File: config.mk
export PLATFORM = sky130hd
export DESIGN_NAME = fractional_abs_add_simd_unit
export DESIGN_NICKNAME = d
export VERILOG_FILES = /design/src/inc/fractional_simd_pkg.sv /design/src/inc/simd_decode_if.sv /design/src/hdl/simd_decoder.sv /design/src/hdl/sat_lane_adder.sv /design/src/hdl/fractional_abs_add_simd_unit.sv
export SDC_FILE = /design/constraint.sdc
export NUM_CORES = 1
export LEC_CHECK = 0
export BUFFER_PORTS_ARGS = -buffer_cell sky130_fd_sc_hd__clkbuf_2
export CORE_MARGIN = 4
export CORE_UTILIZATION = 43
export CTS_CLUSTER_SIZE = 20
export DETAILED_ROUTE_END_ITERATION = 10
export GPL_TIMING_DRIVEN = 0
export PLACE_DENSITY = 0.83
export SYNTH_ARGS = -nofsm -noshare
export SYNTH_HDL_FRONTEND = slang
export SYNTH_SLANG_ARGS = --single-unit
export TNS_END_PERCENT = 5
File: constraint.sdc
create_clock -name clk_sys -period 0.8 [get_ports clk_sys]
set_input_delay 0.04 -clock clk_sys [delete_from_list [all_inputs] [get_ports clk_sys]]
set_output_delay 0.04 -clock clk_sys [all_outputs]
set_load 0.02 [all_outputs]
File: src/inc/fractional_simd_pkg.sv
// Overview of operation
// RULE_01: abs of low word, sign-extended to 64
// RULE_02: input 0x80000000 yields 0x7FFFFFFF
// RULE_03: saturating abs sets overflow bit 20
// RULE_04: wrapping adds keep truncated two's-complement sum
// RULE_05: halfword saturation clamps to 0x7FFF/0x8000
// RULE_06: pair-half adds, upper 32 bits sign-filled
// RULE_07: any element overflow sets bit 20
// RULE_08: halfword overflow from 17-bit sum bits 16,15
// RULE_09: pair-word adds fill full 64 bits
// RULE_10: word overflow from 33-bit sum, clamp, flag
// RULE_11: quad-half adds, four independent lanes
// RULE_12: abs decode: major, zero rs, sub/func codes
// RULE_13: pair-half add: func 010000, sub 01010/01110
// RULE_14: pair-word add: func 010100, sub 10010/10110
// RULE_15: quad-half add: func 010100, sub 01010/01110
// RULE_16: no data-dependent exceptions raised
// RULE_17: flag only set, other control bits kept
// RULE_18: extension disabled: no write, raise exception
package fractional_simd_pkg;

  // data widths
  localparam int DATA_W  = 64;
  localparam int WORD_W  = 32;
  localparam int HALF_W  = 16;
  localparam int REG_IDX_W = 5;

  // instruction field positions
  localparam int MAJOR_LSB  = 26;
  localparam int FIRST_LSB  = 21;
  localparam int SECOND_LSB = 16;
  localparam int DEST_LSB   = 11;
  localparam int SUB_LSB    = 6;
  localparam int FUNC_LSB   = 0;

  // opcode values
  localparam logic [5:0] EXTENSION_MAJOR_OPCODE     = 6'h1F;
  localparam logic [5:0] ABS_FAMILY_FUNCTION_CODE   = 6'h12;
  localparam logic [5:0] ADD_FAMILY_FUNCTION_CODE_A = 6'h10;
  localparam logic [5:0] ADD_FAMILY_FUNCTION_CODE_B = 6'h14;
  localparam logic [4:0] SUB_SAT_ABS_WORD  = 5'h11;
  localparam logic [4:0] SUB_WRAP_HALF     = 5'h0A;
  localparam logic [4:0] SUB_SAT_HALF      = 5'h0E;
  localparam logic [4:0] SUB_WRAP_WORD     = 5'h12;
  localparam logic [4:0] SUB_SAT_WORD      = 5'h16;

  // control register overflow flag field
  localparam int OUFLAG_BIT = 20;
  localparam int CTRL_W     = 32;

  // fixed-point extremes
  localparam logic [31:0] WORD_MIN = 32'h80000000;
  localparam logic [31:0] WORD_MAX = 32'h7FFFFFFF;
  localparam logic [15:0] HALF_MIN = 16'h8000;
  localparam logic [15:0] HALF_MAX = 16'h7FFF;

  // reset values
  localparam logic [63:0] RESULT_RST = 64'h0;
  localparam logic [31:0] CTRL_RST   = 32'h0;
  localparam logic [4:0]  IDX_RST    = 5'h0;

  // decoded operation
  typedef enum logic [2:0] {
    OP_NONE   = 3'b000,
    OP_ABS_W  = 3'b001,
    OP_ADD_PH = 3'b010,
    OP_ADD_PW = 3'b011,
    OP_ADD_QH = 3'b100
  } op_t;

endpackage

File: src/inc/simd_decode_if.sv
`timescale 1ns/1ps
// decoded operation handed from decoder to datapath
interface simd_decode_if;
  fractional_simd_pkg::op_t op;  // operation class
  logic                     sat; // saturating form
  logic [4:0]               dest; // destination index
  modport producer (output op, output sat, output dest);
  modport consumer (input op, input sat, input dest);
endinterface

File: src/hdl/simd_decoder.sv
`timescale 1ns/1ps
// pure decode of one instruction word into an operation class
module simd_decoder (
  input  wire logic [31:0]       instr,
  simd_decode_if.producer        dec
);

  logic [5:0] major;  // major opcode field
  logic [4:0] first;  // first source index
  logic [4:0] sub;    // sub-operation
  logic [5:0] func;   // function code

  assign major = instr[fractional_simd_pkg::MAJOR_LSB +: 6];
  assign first = instr[fractional_simd_pkg::FIRST_LSB +: 5];
  assign sub   = instr[fractional_simd_pkg::SUB_LSB +: 5];
  assign func  = instr[fractional_simd_pkg::FUNC_LSB +: 6];

  // classify; unknown codes fall to none so others may claim them
  always_comb begin
    dec.op   = fractional_simd_pkg::OP_NONE;
    dec.sat  = 1'b0;
    dec.dest = instr[fractional_simd_pkg::DEST_LSB +: 5];
    if (major == fractional_simd_pkg::EXTENSION_MAJOR_OPCODE) begin
      if (func == fractional_simd_pkg::ABS_FAMILY_FUNCTION_CODE &&
          sub == fractional_simd_pkg::SUB_SAT_ABS_WORD &&
          first == 5'h00) begin
        dec.op  = fractional_simd_pkg::OP_ABS_W; // RULE_12
        dec.sat = 1'b1;
      end else if (func ==
                   fractional_simd_pkg::ADD_FAMILY_FUNCTION_CODE_A) begin
        if (sub == fractional_simd_pkg::SUB_WRAP_HALF ||
            sub == fractional_simd_pkg::SUB_SAT_HALF) begin
          dec.op  = fractional_simd_pkg::OP_ADD_PH; // RULE_13
          dec.sat = (sub == fractional_simd_pkg::SUB_SAT_HALF);
        end
      end else if (func ==
                   fractional_simd_pkg::ADD_FAMILY_FUNCTION_CODE_B) begin
        // same sub codes as pair-half, told apart by func only
        if (sub == fractional_simd_pkg::SUB_WRAP_HALF ||
            sub == fractional_simd_pkg::SUB_SAT_HALF) begin
          dec.op  = fractional_simd_pkg::OP_ADD_QH; // RULE_15
          dec.sat = (sub == fractional_simd_pkg::SUB_SAT_HALF);
        end else if (sub == fractional_simd_pkg::SUB_WRAP_WORD ||
                     sub == fractional_simd_pkg::SUB_SAT_WORD) begin
          dec.op  = fractional_simd_pkg::OP_ADD_PW; // RULE_14
          dec.sat = (sub == fractional_simd_pkg::SUB_SAT_WORD);
        end
      end
    end
  end

endmodule

File: src/hdl/sat_lane_adder.sv
`timescale 1ns/1ps
// one signed fractional lane: wrap or saturate, with overflow out
module sat_lane_adder #(
  parameter int WIDTH = 16
) (
  input  wire logic [WIDTH-1:0] a,
  input  wire logic [WIDTH-1:0] b,
  input  wire logic             sat,
  output logic      [WIDTH-1:0] sum,
  output logic                  ovf
);

  logic [WIDTH:0] wide; // one guard bit above the lane

  // guard bit differing from the lane sign means out of range
  always_comb begin
    wide = {a[WIDTH-1], a} + {b[WIDTH-1], b}; // RULE_08 RULE_10
    ovf  = wide[WIDTH] ^ wide[WIDTH-1];
    sum  = wide[WIDTH-1:0]; // RULE_04
    if (ovf && sat) begin
      // guard clear: positive overflow; set: negative
      sum = wide[WIDTH] ? {1'b1, {(WIDTH-1){1'b0}}}
                        : {1'b0, {(WIDTH-1){1'b1}}}; // RULE_05 RULE_10
    end
  end

endmodule

File: src/hdl/fractional_abs_add_simd_unit.sv
`timescale 1ns/1ps
// one-stage fractional abs/add unit for the signal-processing
// extension. operands arrive with the instruction word; the
// result, its destination index and the updated control word
// leave one enabled clock later, all from flops.
module fractional_abs_add_simd_unit (
  input  wire logic        clk_sys,
  input  wire logic        rst_b,
  input  wire logic        clk_en,
  input  wire logic        issue_valid,
  input  wire logic [31:0] instr_word,
  input  wire logic [63:0] first_src_data,
  input  wire logic [63:0] second_src_data,
  input  wire logic        ext_enabled,
  input  wire logic [31:0] sp_control_in,
  output logic             claimed_q,
  output logic             result_valid_q,
  output logic [63:0]      result_q,
  output logic [4:0]       dest_idx_q,
  output logic             ctrl_we_q,
  output logic [31:0]      sp_control_out_q,
  output logic             ouflag_set_q,
  output logic             ext_disabled_exc_q
);

  // ------------------------------------------------------------
  // decode
  // ------------------------------------------------------------

  simd_decode_if dec (); // decoded class, form and destination

  // decoder is pure logic; the stage register sits below
  simd_decoder u_decoder (
    .instr (instr_word),
    .dec   (dec)
  );

  // ------------------------------------------------------------
  // helper functions
  // ------------------------------------------------------------

  // saturating magnitude of a Q31 word; sets sat on the minimum
  function automatic logic [32:0] sat_abs_word(
    input logic [31:0] a
  );
    logic [31:0] mag;
    logic        hit;
    mag = a;
    hit = 1'b0;
    if (a == fractional_simd_pkg::WORD_MIN) begin
      // negation would wrap back to the minimum
      mag = fractional_simd_pkg::WORD_MAX; // RULE_02
      hit = 1'b1;
    end else if (a[31]) begin
      mag = 32'h00000000 - a;
    end
    return {hit, mag};
  endfunction

  // sign-fill a low word into the full register width
  function automatic logic [63:0] sext_word(
    input logic [31:0] w
  );
    return {{32{w[31]}}, w};
  endfunction

  // ------------------------------------------------------------
  // lane adders
  // ------------------------------------------------------------

  logic [15:0] half_sum [4]; // four halfword lane results
  logic [3:0]  half_ovf;     // halfword lane out-of-range
  logic [31:0] word_sum [2]; // two word lane results
  logic [1:0]  word_ovf;     // word lane out-of-range

  // four independent halfword lanes, each in its own slot
  genvar g;
  generate
    for (g = 0; g < 4; g++) begin : g_half
      sat_lane_adder #(
        .WIDTH (fractional_simd_pkg::HALF_W)
      ) u_half (
        .a   (first_src_data[16*g +: 16]),
        .b   (second_src_data[16*g +: 16]),
        .sat (dec.sat),
        .sum (half_sum[g]),
        .ovf (half_ovf[g])
      ); // RULE_11
    end
    // two independent word lanes
    for (g = 0; g < 2; g++) begin : g_word
      sat_lane_adder #(
        .WIDTH (fractional_simd_pkg::WORD_W)
      ) u_word (
        .a   (first_src_data[32*g +: 32]),
        .b   (second_src_data[32*g +: 32]),
        .sat (dec.sat),
        .sum (word_sum[g]),
        .ovf (word_ovf[g])
      ); // RULE_09
    end
  endgenerate

  // ------------------------------------------------------------
  // result selection
  // ------------------------------------------------------------

  logic [32:0] abs_res;  // flag and magnitude of low word
  logic [63:0] op_res;   // selected 64-bit result
  logic        op_ovf;   // any element out of range
  logic        op_hit;   // instruction belongs to this unit

  // pick the result of the decoded class
  always_comb begin
    abs_res = sat_abs_word(second_src_data[31:0]);
    op_res  = fractional_simd_pkg::RESULT_RST;
    op_ovf  = 1'b0;
    op_hit  = 1'b1;
    unique case (dec.op)
      fractional_simd_pkg::OP_ABS_W: begin
        // only the low word of the second source matters
        op_res = sext_word(abs_res[31:0]); // RULE_01
        op_ovf = abs_res[32]; // RULE_03
      end
      fractional_simd_pkg::OP_ADD_PH: begin
        // upper half of the register carries the top lane sign
        op_res = {{32{half_sum[1][15]}},
                  half_sum[1], half_sum[0]}; // RULE_06
        op_ovf = |half_ovf[1:0]; // RULE_07
      end
      fractional_simd_pkg::OP_ADD_PW: begin
        // no sign fill: both words occupy the register
        op_res = {word_sum[1], word_sum[0]}; // RULE_09
        op_ovf = |word_ovf; // RULE_07
      end
      fractional_simd_pkg::OP_ADD_QH: begin
        op_res = {half_sum[3], half_sum[2],
                  half_sum[1], half_sum[0]}; // RULE_11
        op_ovf = |half_ovf; // RULE_07
      end
      fractional_simd_pkg::OP_NONE: begin
        // not ours: another unit or the reserved trap handles it
        op_hit = 1'b0;
      end
      default: begin
        // unused enum codes; nothing claimed
        op_hit = 1'b0;
      end
    endcase
  end

  // ------------------------------------------------------------
  // issue qualification
  // ------------------------------------------------------------

  logic take;     // valid instruction of ours this cycle
  logic do_write; // allowed to write back
  logic do_trap;  // extension switched off

  // gate write-back on the enable; trap instead when off
  always_comb begin
    take     = issue_valid && op_hit;
    do_write = take && ext_enabled;
    do_trap  = take && !ext_enabled; // RULE_18
  end

  // ------------------------------------------------------------
  // control word update
  // ------------------------------------------------------------

  logic [31:0] ctrl_next; // control word after this instruction

  // flag is only ever or-ed in; the rest pass through untouched
  always_comb begin
    ctrl_next = sp_control_in; // RULE_17
    if (do_write && op_ovf) begin
      ctrl_next[fractional_simd_pkg::OUFLAG_BIT] = 1'b1; // RULE_07
    end
  end

  // ------------------------------------------------------------
  // output stage next values
  // ------------------------------------------------------------

  logic        claimed_d;      // instruction was ours
  logic        result_valid_d; // write-back strobe
  logic [63:0] result_d;       // write-back data
  logic [4:0]  dest_idx_d;     // write-back index
  logic        ctrl_we_d;      // control word write strobe
  logic [31:0] sp_control_d;   // control word to write
  logic        ouflag_set_d;   // flag was raised this op
  logic        ext_exc_d;      // extension-disabled trap

  // next values; data are held when nothing is issued so that
  // the outputs do not toggle needlessly
  always_comb begin
    claimed_d      = take;
    result_valid_d = do_write;
    result_d       = result_q;
    dest_idx_d     = dest_idx_q;
    ctrl_we_d      = do_write;
    sp_control_d   = sp_control_out_q;
    ouflag_set_d   = do_write && op_ovf;
    // only trap possible here; data never raise one
    ext_exc_d      = do_trap; // RULE_16
    if (do_write) begin
      result_d     = op_res;
      dest_idx_d   = dec.dest;
      sp_control_d = ctrl_next;
    end else if (do_trap) begin
      // suppress the write, keep stale data off the strobes
      result_d     = result_q; // RULE_18
    end
  end

  // ------------------------------------------------------------
  // output stage registers
  // ------------------------------------------------------------

  // clk_en low freezes every flop, strobes included
  always_ff @(posedge clk_sys or negedge rst_b) begin
    if (!rst_b) begin
      claimed_q          <= 1'b0;
      result_valid_q     <= 1'b0;
      result_q           <= fractional_simd_pkg::RESULT_RST;
      dest_idx_q         <= fractional_simd_pkg::IDX_RST;
      ctrl_we_q          <= 1'b0;
      sp_control_out_q   <= fractional_simd_pkg::CTRL_RST;
      ouflag_set_q       <= 1'b0;
      ext_disabled_exc_q <= 1'b0;
    end else if (clk_en) begin
      claimed_q          <= claimed_d;
      result_valid_q     <= result_valid_d;
      result_q           <= result_d;
      dest_idx_q         <= dest_idx_d;
      ctrl_we_q          <= ctrl_we_d;
      sp_control_out_q   <= sp_control_d;
      ouflag_set_q       <= ouflag_set_d;
      ext_disabled_exc_q <= ext_exc_d;
    end
  end

endmodule

=== Word-level counts from Yosys, hierarchy flattened ===
Index checks and enable logic that the tools add are counted.

* Input port bits: 197
* Flip-flop bits (word level): 105

* Add/sub/neg operators: 7
* Reductions and logical operators: 21
* Bitwise logic cells: 6
* Multiplexer cells: 33
* Equal/unequal tests: 14

{| class="wikitable"
|+ Operators by type and width
! cell !! number
|-
| one-hot mux 64 bit (4 select lines) || 1
|-
| 2-to-1 mux 32 bit || 6
|-
| 2-to-1 mux 16 bit || 8
|-
| adder 16 x 16 -> 17 bit || 4
|-
| adder 32 x 32 -> 33 bit || 2
|-
| == test 32 bit, second input constant || 1
|-
| subtractor 1 x 32 -> 32 bit, first input constant || 1
|-
| == test 6 x 5 -> 1 bit, second input constant || 4
|-
| == test 5 bit, second input constant || 3
|-
| 2-to-1 mux 3 bit || 5
|-
| logical AND 1 bit || 12
|-
| == test 5 x 4 -> 1 bit, second input constant || 2
|-
| 2-to-1 mux 1 bit || 10
|-
| OR reduction 4 bit || 2
|-
| == test 3 x 2 -> 1 bit, second input constant || 2
|-
| XOR 1 bit || 6
|-
| logical NOT 5 bit || 1
|-
| 2-to-1 mux 2 bit || 2
|-
| one-hot mux 1 bit (4 select lines) || 1
|-
| OR reduction 2 bit || 2
|-
| == test 3 x 1 -> 1 bit, second input constant || 1
|-
| == test 3 bit, second input constant || 1
|-
| logical OR 1 bit || 2
|-
| AND reduction 2 bit || 1
|-
| logical NOT 1 bit || 1
|}

=== Longest topological paths before layout ===
Gate-level depths: netlist (run 1).

* Word-level depth: 15
* Mapped depth: 15
* Gate-level depth less buffers: 13

=== Modules after synthesis ===
A second synthesis (run 1) with hierarchy kept.

* Cells, all modules: 1957
* Area, all modules: 14591.5 µm²

{| class="wikitable"
|+ By module, submodules not included
! module !! cells an instance !! area each (µm²) !! times used
|-
| fractional_abs_add_simd_unit || 633 || 5481.5 || 1
|-
| sat_lane_adder at g_half[0].u_half ... || 170 || 1157.4 || 4
|-
| sat_lane_adder at g_word[0].u_word ... || 309 || 2143.3 || 2
|-
| simd_decoder || 26 || 193.9 || 1
|}

=== Worst setup path after synthesis (run 1) ===
No wires, ideal clock.

* Kind: input to register
* From: input first_src_data[48]
* To: register result_q[32]
* Path buffers: 1
* Data required time: 0.679 ns
* Arrival: 2.901 ns
* Setup time: 0.121 ns
* Stages: 13
* Setup slack: -2.223 ns
* Path through: ha_1 fa_1 a21o_1 a21oi_1 o21a_1 o21ai_1 a21oi_1 and2_1 xnor2_1 nor2_1 a221oi_2 buf_6 a21oi_1

* Word-level cells in the longest chain between the ends: 5

{| class="wikitable"
|+ RTL lines
! element !! RTL line !! RTL
|-
| start, declared || fractional_abs_add_simd_unit.sv:12 || <nowiki>input wire logic [63:0] first_src_data,</nowiki>
|-
| adder 32 x 32 -> 33 bit * || sat_lane_adder.sv:17 || <nowiki>wide = {a[WIDTH-1], a} + {b[WIDTH-1], b};</nowiki>
|-
| XOR 1 bit || sat_lane_adder.sv:18 || <nowiki>ovf = wide[WIDTH] ^ wide[WIDTH-1];</nowiki>
|-
| logical AND 1 bit || sat_lane_adder.sv:20 || <nowiki>if (ovf && sat) begin</nowiki>
|-
| 2-to-1 mux 32 bit * || sat_lane_adder.sv:20 ||
|-
| one-hot mux 64 bit (4 select lines) * || fractional_abs_add_simd_unit.sv:119 || <nowiki>unique case (dec.op)</nowiki>
|-
| end signal, assigned || fractional_abs_add_simd_unit.sv:225 || <nowiki>result_q <= fractional_simd_pkg::RESULT_RST;</nowiki>
|-
| end signal, assigned || fractional_abs_add_simd_unit.sv:234 || <nowiki>result_q <= result_d;</nowiki>
|-
| end, declared || fractional_abs_add_simd_unit.sv:18 || <nowiki>output logic [63:0] result_q,</nowiki>
|}

Mark *: on every way between the ends. The rest lies on a longest branch, timed or not.
A chain may end at the register's enable or synchronous reset.

=== Final worst setup path (run 1) ===
* From: input second_src_data[5]
* To: register result_q[20]

* Word-level cells in the longest chain between the ends: 5

{| class="wikitable"
|+ RTL lines
! element !! RTL line !! RTL
|-
| start, declared || fractional_abs_add_simd_unit.sv:13 || <nowiki>input wire logic [63:0] second_src_data,</nowiki>
|-
| adder 32 x 32 -> 33 bit || sat_lane_adder.sv:17 ||
|-
| XOR 1 bit || sat_lane_adder.sv:18 ||
|-
| logical AND 1 bit || sat_lane_adder.sv:20 ||
|-
| 2-to-1 mux 32 bit || sat_lane_adder.sv:20 ||
|-
| one-hot mux 64 bit (4 select lines) * || fractional_abs_add_simd_unit.sv:119 ||
|}

Marks and branches as above.

==> reports/metrics.csv, run 1 <==
stage,metric,value,unit
outcome,outcome,finished with violations,
outcome,failed_checks,"negative hold slack, negative setup slack",
detailed_routing,vias,12300,
floorplanning,die_area,25800,um^2
yosys,syn-cell-area,10000,um^2
critical_path,start_kind,input port,
global_routing,grt_pass1_wl,62200,um
timing,finalHoldViolations,105,
clock_network,ctsLongestPathBuffers,2,
critical_path,crit_slowest_cell,a2111oi_4,
yosys,synth.top_cell.area_share,26.3,%
global_routing,track_usage,29.4,%
clock_network,root_buffer,clkbuf_16,
yosys,yosys_most_used_dff,dfrtp_1,
global_routing,antenna_found_initial,2,
yosys,avgSynthCellArea,7.48,um^2
yosys,synthTopCellsByArea,"dfrtp_1, nand2_1, ha_1, a21oi_1, nor2_1",
layout,final_nets,2006,
yosys,synth_fp_nets,1604,
min_path,hp-class,in2async,
floorplanning,core_area,22800,um^2
job,maxCapViolations,0,
critical_path,cp.required,1.03,ns
timing,slew_headroom,39.7,%
timing,fin_skew,0,ns
detailed_routing,first_pass_iters,6,
clock_network,cts_tree,yes,
layout,area_delta_synth_final,48.2,%
timing,tightestPinTransition,0.905,ns
placement,place_congestion,0.961,
detailed_routing,drc,0,
yosys,synth-edff-count,0,
layout,final_util,65.1,%
global_routing,gr-total-overflow,0,
critical_path,worstPathMaxFanout,4,
detailed_routing,viasPerCell,5.96,
critical_path,worstSetupEndpointType,register,
floorplanning,ios,303,
critical_path,slowest_delay,0.45,ns
timing,setup_viol,211,
critical_path,crit_type,in2reg,
clock_network,cts_hold_buf,41,
detailed_routing,dr.first_iter.drc_count,1387,
clock_network,h-tree-depth,3,
yosys,synth.most_common_cell,nand2_1,
yosys,yosys_register_bits,105,
global_routing,grt_pass1_vias,11700,
yosys,ys_warn_count,0,
clock_network,clk_latency,0.36,ns
layout,drive_gt1_share,35.1,%
detailed_routing,ant_nets,0,
floorplanning,num_rows,55,
global_routing,grt_max_degree,106,
yosys,async_flop_share,100,%
power,ir_drop,0.921,mV
clock_network,cts_made_buffers,9,
placement,dp_hpwl,29000,um
timing,setup_slack,-1.84,ns
detailed_routing,wire_per_inst,20.2,um
timing,max_freq,0.378,GHz
critical_path,cp_cell_sequence,clkbuf_16 > ha_4 > a21o_1 > a211o_1 > o221a_4 > a211o_1 > and3b_2 > o21a_4 > o21ai_4 > o21ai_2 > a2111oi_4 > nor2_1,
yosys,yosysSeqAreaShare,26.3,%
timing,finalCriticalPeriod,2.64,ns
timing,min_period_over_period,330,%
critical_path,crit_path_frequent_cell,a211o_1,
floorplanning,die_h,161,um
floorplanning,fp.dieW,161,um
yosys,synth_top_area_cell,dfrtp_1,
power,power.density,1140,nW/um^2
layout,fillers,1805,
critical_path,arrival,2.87,ns
clock_network,path_clk_slew,0.09,ns
timing,maxSlewViolCount,0,
yosys,ys_top_cells_by_count,"nand2_1, a21oi_1, nor2_1",
timing,rsz0062_at_grt,yes,
clock_network,clkSinkCount,105,
detailed_routing,drt_wl_total,41600,um
power,power_leakage,6.95,nW
placement,port_buffers,297,
yosys,synth.distinct_cells,82,
timing,timing.hold.ws,-0.239,ns
yosys,syn_inst,1338,
floorplanning,start_util,43.9,%
==> through the flow <==
step | total power [mW] | setup slack (ns) | setup TNS [ns] | std cells | area, um^2
2_1_floorplan | 9.05 | -1.89 | -161.41 | 1338 | 10100
3_3_place_gp | 10.6 | -3.54 | -468.08 | 1948 | 12000
3_5_place_dp | 10.7 | -3.58 | -278.99 | 1948 | 12000
4_1_cts | 16.3 | -1.78 | -184.58 | 2043 | 14100
5_1_grt | 17.6 | -1.83 | -186.21 | 2060 | 14800
6_report | 16.9 | -1.84 | -175.18 | 2060 | 14800
==> worst max-delay path: cells and delay by family <==
kind	cells	cell delay [ns]
AO/OA/AOI/OAI	8	2.09
adder cells (fa/ha/maj)	1	0.23
buffers and inverters	1	0.13
AND/OR/NAND/NOR	2	0.37
==> sequential cells by signal, summed over array words and instances (netlist names) <==
signal and flops:
dest_idx_q 5, result_q 64, ext_disabled_exc_q 1, claimed_q 1
ctrl_we_q 1, ouflag_set_q 1, sp_control_out_q 32
==> cell usage in the layout, fill, tap and decap left out, types with 13 or more instances in the layout <==
master and instances:
buf_6 46, a211oi_1 17, o21ai_0 58, a21oi_2 31
buf_2 52, xor2_1 58, clkbuf_1 16, nor2_1 136
buf_4 70, nand3_1 18, buf_8 14, a21oi_1 112
nor3_1 26, xnor2_1 53, inv_1 28, o21ai_1 17
dfrtp_1 104, o21ai_2 13, nand2_1 217, clkbuf_2 215
a31oi_1 15, a21o_1 24, ha_1 39, dlygate4sd3_1 41
ha_4 14, o21a_1 13
==> per-layer routing <==
| layer | up-vias | track usage [%] | part of all wire (%) |
|---|---|---|---|
| li1 | 5572 | - | - |
| met1 | 5796 | 39.5 | 40 |
| met2 | 772 | 47.6 | 47 |
| met3 | 142 | 5.44 | 9.3 |
| met4 | 0 | 10.5 | 3.8 |
| met5 | - | 0 | 0 |
==> final cells by class <==
cell class                      count  area [um^2]  area share [%]
Clock inverter                      7         86.3           0.582
Tap cell                          313          392            2.64
Inverter                           30          113           0.759
Timing Repair Buffer              409         2830            19.0
Multi-Input combinational cell   1123         8080            54.4
Buffer                             62          482            3.25
Clock buffer                        9          225            1.52
Antenna cell                        2         5.00          0.0337
Sequential cell                   105         2630            17.7
==> kinds of logic after synthesis <==
| logic type | after synthesis | share of synthesized area [%] |
|---|---|---|
| xor+xnor | 114 | 9.98 |
| compound gates | 427 | 26.6 |
| flops | 105 | 26.3 |
| buf+inv | 110 | 4.89 |
| mux | 8 | 0.825 |
| simple gates | 505 | 22.5 |
| fa+ha+maj | 69 | 8.93 |
==> power breakdown <==
| part | leakage (nW) | switching [mW] | internal, mW |
|---|---|---|---|
| registers | 1.47 | 0.00185 | 5.30 |
| clock network | 0.150 | 2.51 | 2.25 |
| logic | 5.34 | 3.82 | 2.99 |
==> timing repair <==
action                     in CTS  in global routing
resized for setup             226                272
setup buffers                  47                 22
gates cloned                    2                  0
setup endpoints to repair     211                211
pin swaps                      73                 49
hold endpoints to repair      146                105
==> path summary, 6_finish.rpt <==
path	start	endpoint	slack (ns)	cells after the start
min reg2reg	sp_control_out_q[11]	sp_control_out_q[11]	0.47	2
min in group clk_sys	first_src_data[32]	result_q[32]	0.11	4
max	second_src_data[5]	result_q[20]	-1.84	12
max reg2reg	result_q[12]	result_q[12]	-0.08	2
min	rst_b	result_q[19]	-0.24	1
max in group asynchronous	rst_b	result_q[43]	0.38	1
No activity file was read; power rests on OpenSTA's default activity.
==> run 2: changes to the inputs <==
--- a/config.mk
+++ b/config.mk
@@ -11,7 +11,7 @@
 export CTS_CLUSTER_SIZE = 20
 export DETAILED_ROUTE_END_ITERATION = 10
 export GPL_TIMING_DRIVEN = 0
-export PLACE_DENSITY = 0.83
+export PLACE_DENSITY = 0.71
 export SYNTH_ARGS = -nofsm -noshare
 export SYNTH_HDL_FRONTEND = slang
 export SYNTH_SLANG_ARGS = --single-unit
==> run 2 against run 1 <==
Net effect:
- the flow still finishes with violations (negative hold slack, negative setup slack)
- via count decreased by 2.3%
- first-iteration DRC count decreased by 32%
- sequential share of layout area increased by 0.089 points
- clock power increased by 2%
- design area decreased by 0.55%
- routed wire length decreased by 2.8%
- hold slack improved by 0.019 ns
==> reports/metrics.csv, run 2 (same netlist as run 1, synthesis figures left out) <==
stage,metric,value,unit
power,internal_power,10.6,mW
layout,layout_commonest_cell,nand2_1,
placement,place_congestion,0.989,
power,switchingPower,6.25,mW
detailed_routing,dr.first_iter.drc_count,948,
layout,top_register,result_q,
job,maxCapViolations,0,
placement,dp_slack,-3.77,ns
layout,fillers,1895,
detailed_routing,first_pass_iters,7,
detailed_routing,ant_nets,0,
timing,fin_skew,0,ns
layout,largestRegisters,"result_q: 64 flops, sp_control_out_q: 32 flops, dest_idx_q: 5 flops",
global_routing,track_usage,29.0,%
clock_network,clk_latency,0.36,ns
placement,dp_hpwl,29000,um
critical_path,worstSetupEndpointType,register,
detailed_routing,vias,12000,
power,ir_drop,1.01,mV
timing,tightestPinTransition,0.892,ns
clock_network,cts_hold_buf,40,
global_routing,gr-total-overflow,0,
power,power.density,1140,nW/um^2
floorplanning,die_area,25800,um^2
clock_network,ctsLongestPathBuffers,2,
floorplanning,start_util,43.9,%
min_path,hp-class,in2async,
global_routing,grt_pass1_wl,61400,um
layout,final_nets,1995,
clock_network,cts_made_buffers,9,
detailed_routing,drt_wl_total,40500,um
power,p_comb_share,39.7,%
timing,finalCriticalPeriod,2.60,ns
clock_network,clkSinkCount,105,
global_routing,grt_max_degree,106,
timing,maxSlewViolCount,0,
detailed_routing,viasPerCell,5.86,
timing,max_freq,0.385,GHz
outcome,outcome,finished with violations,
timing,setup_viol,211,
critical_path,worstPathMaxFanout,4,
clock_network,h-tree-depth,3,
clock_network,root_buffer,clkbuf_16,
layout,final_util,64.8,%
clock_network,cts_tree,yes,
critical_path,cp.required,1.03,ns
layout,largest_reg_flops,64,
layout,area_delta_synth_final,47.4,%
floorplanning,fp.dieW,161,um
floorplanning,die_h,161,um
floorplanning,core_area,22800,um^2
power,power.total,16.8,mW
timing,rsz0062_at_grt,yes,
layout,drive_gt1_share,34.5,%
detailed_routing,drc,0,
global_routing,antenna_found_initial,0,
critical_path,start_kind,input port,
outcome,failed_checks,"negative hold slack, negative setup slack",
detailed_routing,wire_per_inst,19.8,um
timing,min_period_over_period,325,%
floorplanning,ios,303,
global_routing,grt_pass1_vias,11600,
critical_path,crit_type,in2reg,
timing,slew_headroom,40.6,%
power,clkPwrFrac,28.7,%
layout,diodes,0,
timing,tns,-163.91,ns
floorplanning,num_rows,55,
power,swShare,37.2,%
timing,setup_slack,-1.80,ns
critical_path,arrival,2.83,ns
timing,finalHoldViolations,105,
layout,layout_common_cells,"nand2_1, clkbuf_2, nor2_1",
timing,timing.hold.ws,-0.220,ns
clock_network,path_clk_slew,0.09,ns
placement,port_buffers,297,
power,pwr-share-seq,31.5,%
power,power_leakage,6.91,nW
[run 2: per-stage QoR]
step	instance area, um^2	cells
4_1_cts	14000	2031
3_3_place_gp	12000	1948
5_1_grt	14800	2047
2_1_floorplan	10100	1338
6_report	14800	2047
3_5_place_dp	12000	1948
[run 2: critical path, cell delays in order]
cell       delay, ns
clkbuf_16       0.13
ha_4            0.23
a21o_1          0.17
a211o_1         0.25
o221a_4         0.30
a211o_1         0.28
and3b_2         0.27
o21a_4          0.24
o21ai_4         0.21
o21ai_2         0.11
a2111oi_4       0.52
nor2_1          0.08
[run 2: power groups by stage]
stage	combinational, mW	sequential (mW)	clock, mW
2_1_floorplan	3.64	5.42	0
3_3_place_gp	5.19	5.41	0
3_5_place_dp	5.23	5.41	0
4_1_cts	6.07	5.31	4.92
5_1_grt	7.25	5.31	5.11
6_report	6.69	5.31	4.83
[run 2: metal layers]
layer	part of all wire (%)	vias to the layer above	track usage [%]	wire length (um)
li1	-	5564	-	-
met1	41	5768	36.9	16500
met2	48	571	49.5	19600
met3	7.6	96	5.39	3080
met4	3.0	0	10.4	1220
met5	0	-	0	0
[run 2: path summary, 6_finish.rpt]
kind | from | endpoint | slack, ns | cells after the start
min in group clk_sys | clk_en | ext_disabled_exc_q | 0 | 3
worst min register to register | dest_idx_q[1] | dest_idx_q[1] | 0.47 | 2
worst max-delay path | second_src_data[5] | result_q[20] | -1.80 | 12
worst min-delay path | rst_b | sp_control_out_q[14] | -0.22 | 1
max in group asynchronous | rst_b | result_q[27] | 0.39 | 1
worst max register to register | result_q[12] | result_q[12] | -0.05 | 2
[run 2: final cells by class]
type / count / area [um^2] / area share [%]
Multi-Input combinational cell: 1123 / 8020 / 54.4
Buffer: 63 / 536 / 3.63
Clock buffer: 9 / 225 / 1.53
Sequential cell: 105 / 2630 / 17.8
Inverter: 30 / 113 / 0.763
Clock inverter: 7 / 91.3 / 0.619
Tap cell: 313 / 392 / 2.66
Timing Repair Buffer: 397 / 2740 / 18.6
[run 2: what timing repair did]
action	in CTS	in global routing
endpoints found under the setup margin	211	211
buffers inserted	37	21
cloned	2	0
hold endpoints to repair	146	105
resized for setup	252	238
pin swaps	73	48
==> run 3: changes to the inputs <==
--- a/config.mk
+++ b/config.mk
@@ -11,8 +11,9 @@
 export CTS_CLUSTER_SIZE = 20
 export DETAILED_ROUTE_END_ITERATION = 10
 export GPL_TIMING_DRIVEN = 0
-export PLACE_DENSITY = 0.71
+export PLACE_DENSITY = 0.68
 export SYNTH_ARGS = -nofsm -noshare
 export SYNTH_HDL_FRONTEND = slang
+export SYNTH_HIERARCHICAL = 1
 export SYNTH_SLANG_ARGS = --single-unit
 export TNS_END_PERCENT = 5
==> run 3 against run 2 <==
Net effect:
- the flow still finishes with violations (negative hold slack, negative setup slack)
- setup slack got worse by 0.34 ns
- final cell count grew 35%
- synthesized cell count up 46%
- count of clock-buffer cells in the layout is the same
- die area rose by 43%
- hold slack lost 0.015 ns
- total power up 26%
- area after synthesis up 46%
- clock power rose by 1%
- clock skew stayed put
- maximum frequency is 12% lower
- global-route usage is 0.32 points higher
- largest power group unchanged
- highest routed layer is now met5
==> reports/metrics.csv, run 3 <==
stage,metric,value,unit
yosys,synth_fp_nets,2289,
clock_network,cts_hold_buf,38,
power,clkPwrFrac,23.1,%
placement,dp_hpwl,46100,um
layout,area_delta_synth_final,28.5,%
clock_network,clkSinkCount,105,
global_routing,gr-total-overflow,0,
clock_network,root_buffer,clkbuf_16,
detailed_routing,ant_nets,0,
power,p_comb_share,51.8,%
power,internal_power,12.2,mW
global_routing,grt_pass1_wl,86700,um
critical_path,worstPathMaxFanout,10,
layout,diodes,0,
placement,port_buffers,292,
timing,timing.hold.ws,-0.236,ns
global_routing,track_usage,29.4,%
timing,fin_skew,0,ns
timing,finalCriticalPeriod,2.94,ns
placement,dp_slack,-3.17,ns
outcome,failed_checks,"negative hold slack, negative setup slack",
yosys,synth.distinct_cells,85,
layout,fillers,3260,
clock_network,path_clk_slew,0.08,ns
clock_network,h-tree-depth,3,
yosys,yosysSeqAreaShare,18.0,%
timing,setup_viol,211,
floorplanning,start_util,43.5,%
clock_network,clk_latency,0.36,ns
detailed_routing,wire_per_inst,20.7,um
yosys,syn_inst,1957,
critical_path,slowest_delay,0.50,ns
detailed_routing,vias,16700,
layout,drive_gt1_share,27.7,%
critical_path,cp.required,1.03,ns
power,swShare,42.2,%
floorplanning,ios,303,
timing,finalHoldViolations,105,
global_routing,antenna_found_initial,1,
power,power_leakage,8.42,nW
yosys,syn-cell-area,14600,um^2
layout,largest_reg_flops,64,
min_path,hp-class,in2async,
layout,largestRegisters,"result_q: 64 flops, sp_control_out_q: 32 flops, dest_idx_q: 5 flops",
critical_path,cp_cell_sequence,clkbuf_2 > ha_1 > buf_2 > and3_1 > nand3_1 > a2111oi_4 > o311a_4 > nor4b_1 > o21ai_2 > buf_6 > buf_6 > o21ai_1 > a222oi_1 > a21oi_1,
yosys,synth_top_area_cell,dfrtp_1,
yosys,yosys_register_bits,105,
floorplanning,die_h,192,um
yosys,async_flop_share,100,%
yosys,synth-edff-count,0,
timing,rsz0062_at_grt,yes,
timing,slew_headroom,34.2,%
yosys,avgSynthCellArea,7.46,um^2
layout,layout_commonest_cell,nand2_1,
detailed_routing,drc,0,
critical_path,start_kind,input port,
yosys,ys_top_cells_by_count,"nand2_1, a21oi_1, nor2_1",
power,ir_drop,1.26,mV
floorplanning,die_area,36900,um^2
floorplanning,fp.dieW,192,um
timing,max_freq,0.341,GHz
floorplanning,num_rows,67,
timing,setup_slack,-2.14,ns
critical_path,crit_type,in2reg,
clock_network,cts_made_buffers,9,
timing,tns,-197.36,ns
power,power.total,21.1,mW
placement,placed_cells,2698,
placement,place_congestion,0.940,
power,power.density,1130,nW/um^2
layout,final_cells,2770,
detailed_routing,drt_wl_total,57400,um
yosys,ys_warn_count,6,
layout,top_register,result_q,
layout,layout_common_cells,"nand2_1, clkbuf_2, a21oi_1",
critical_path,crit_slowest_cell,a2111oi_4,
global_routing,grt_pass1_vias,16000,
yosys,synthTopCellsByArea,"dfrtp_1, ha_1, a21oi_1, nand2_1, xnor2_1",
detailed_routing,dr.first_iter.drc_count,1293,
critical_path,crit_path_frequent_cell,buf_6,
job,maxCapViolations,0,
layout,final_cell_area,18700,um^2
clock_network,cts_tree,yes,
yosys,synth.most_common_cell,nand2_1,
timing,min_period_over_period,367,%
clock_network,ctsLongestPathBuffers,2,
outcome,outcome,finished with violations,
global_routing,grt_max_degree,106,
critical_path,arrival,3.17,ns
detailed_routing,viasPerCell,6.03,
timing,maxSlewViolCount,0,
yosys,yosys_most_used_dff,dfrtp_1,
floorplanning,core_area,33500,um^2
layout,final_util,55.9,%
layout,final_nets,2649,
power,pwr-share-seq,25.1,%
yosys,synth.top_cell.area_share,18.0,%
timing,tightestPinTransition,0.962,ns
critical_path,worstSetupEndpointType,register,
placement,placed_area,16800,um^2
detailed_routing,first_pass_iters,5,
power,switchingPower,8.93,mW
run 3: cell count changes after synthesis, sizes merged, moves of 27 or more:
| cell | before | now |
|---|---|---|
| inv | 29 | 72 |
| o21ai | 94 | 204 |
| buf | 18 | 47 |
| ha | 65 | 129 |
| xor2 | 59 | 30 |
| nor2 | 144 | 171 |
| nand3 | 24 | 53 |
| a22oi | 4 | 36 |
| nand2 | 220 | 264 |
| a21oi | 150 | 235 |
run 3: cell type report:
class,instances,area [um^2],share of cell area (%)
plain buffers,90,594,3.17
clock buffers,9,225,1.20
clock inverters,7,97.6,0.521
inverters,72,270,1.44
multi-input cells,1685,11900,63.5
flip-flops and latches,105,2640,14.1
well taps,448,561,2.99
repair buffers,354,2460,13.2
run 3: logic make-up (layout without fill, tap and decap cells):
group                    after synthesis  count (layout)  share of synthesized area, %
multiplexers                           4               4                         0.283
AND/OR/NAND/NOR                      688             688                          22.8
flip-flops                           105             105                          18.0
adder cells (fa/ha/maj)              135             135                          11.9
AO/OA/AOI/OAI                        751             751                          35.4
buffers and inverters                167             532                          5.20
XOR/XNOR                             107             107                          6.42
run 3: path summary, 6_finish.rpt:
check                                          start                   end  slack (ns)  cells after the start
max in group asynchronous                      rst_b          result_q[30]        0.33                      1
min in group clk_sys                          clk_en             ctrl_we_q        0.01                      2
worst min-delay path                           rst_b  sp_control_out_q[19]       -0.24                      1
worst min register to register  sp_control_out_q[28]  sp_control_out_q[28]        0.47                      2
worst max register to register          result_q[16]          result_q[16]       -0.10                      3
worst max-delay path             second_src_data[24]          result_q[23]       -2.14                     14
run 3: what timing repair did:
action,CTS,global route
pin swaps,18,24
setup buffers,12,12
endpoints found under the setup margin,211,211
gates resized for setup,103,294
endpoints found under the hold margin,143,105
run 3: critical path: cells and delay by family:
family                   cells  cell delay [ns]
buffers and inverters        4             0.68
AND/OR/NAND/NOR              3             0.48
adder cells (fa/ha/maj)      1             0.32
AO/OA/AOI/OAI                6             1.64
run 3: power by group through the flow:
stage / Combinational (mW) / Sequential, mW / Clock, mW
floorplan: 7.10 / 5.42 / 0
global placement: 9.93 / 5.41 / 0
detailed placement: 10.0 / 5.41 / 0
CTS: 10.4 / 5.31 / 4.95
global route: 11.9 / 5.31 / 5.10
finish: 10.9 / 5.31 / 4.89
run 3: routing by layer:
layer	global-route usage, %	up-vias	share of wire [%]
met2	49.2	668	48
met3	4.51	83	7.8
met4	8.09	2	2.6
met5	0	-	0.023
li1	-	7989	-
met1	39.4	7956	42
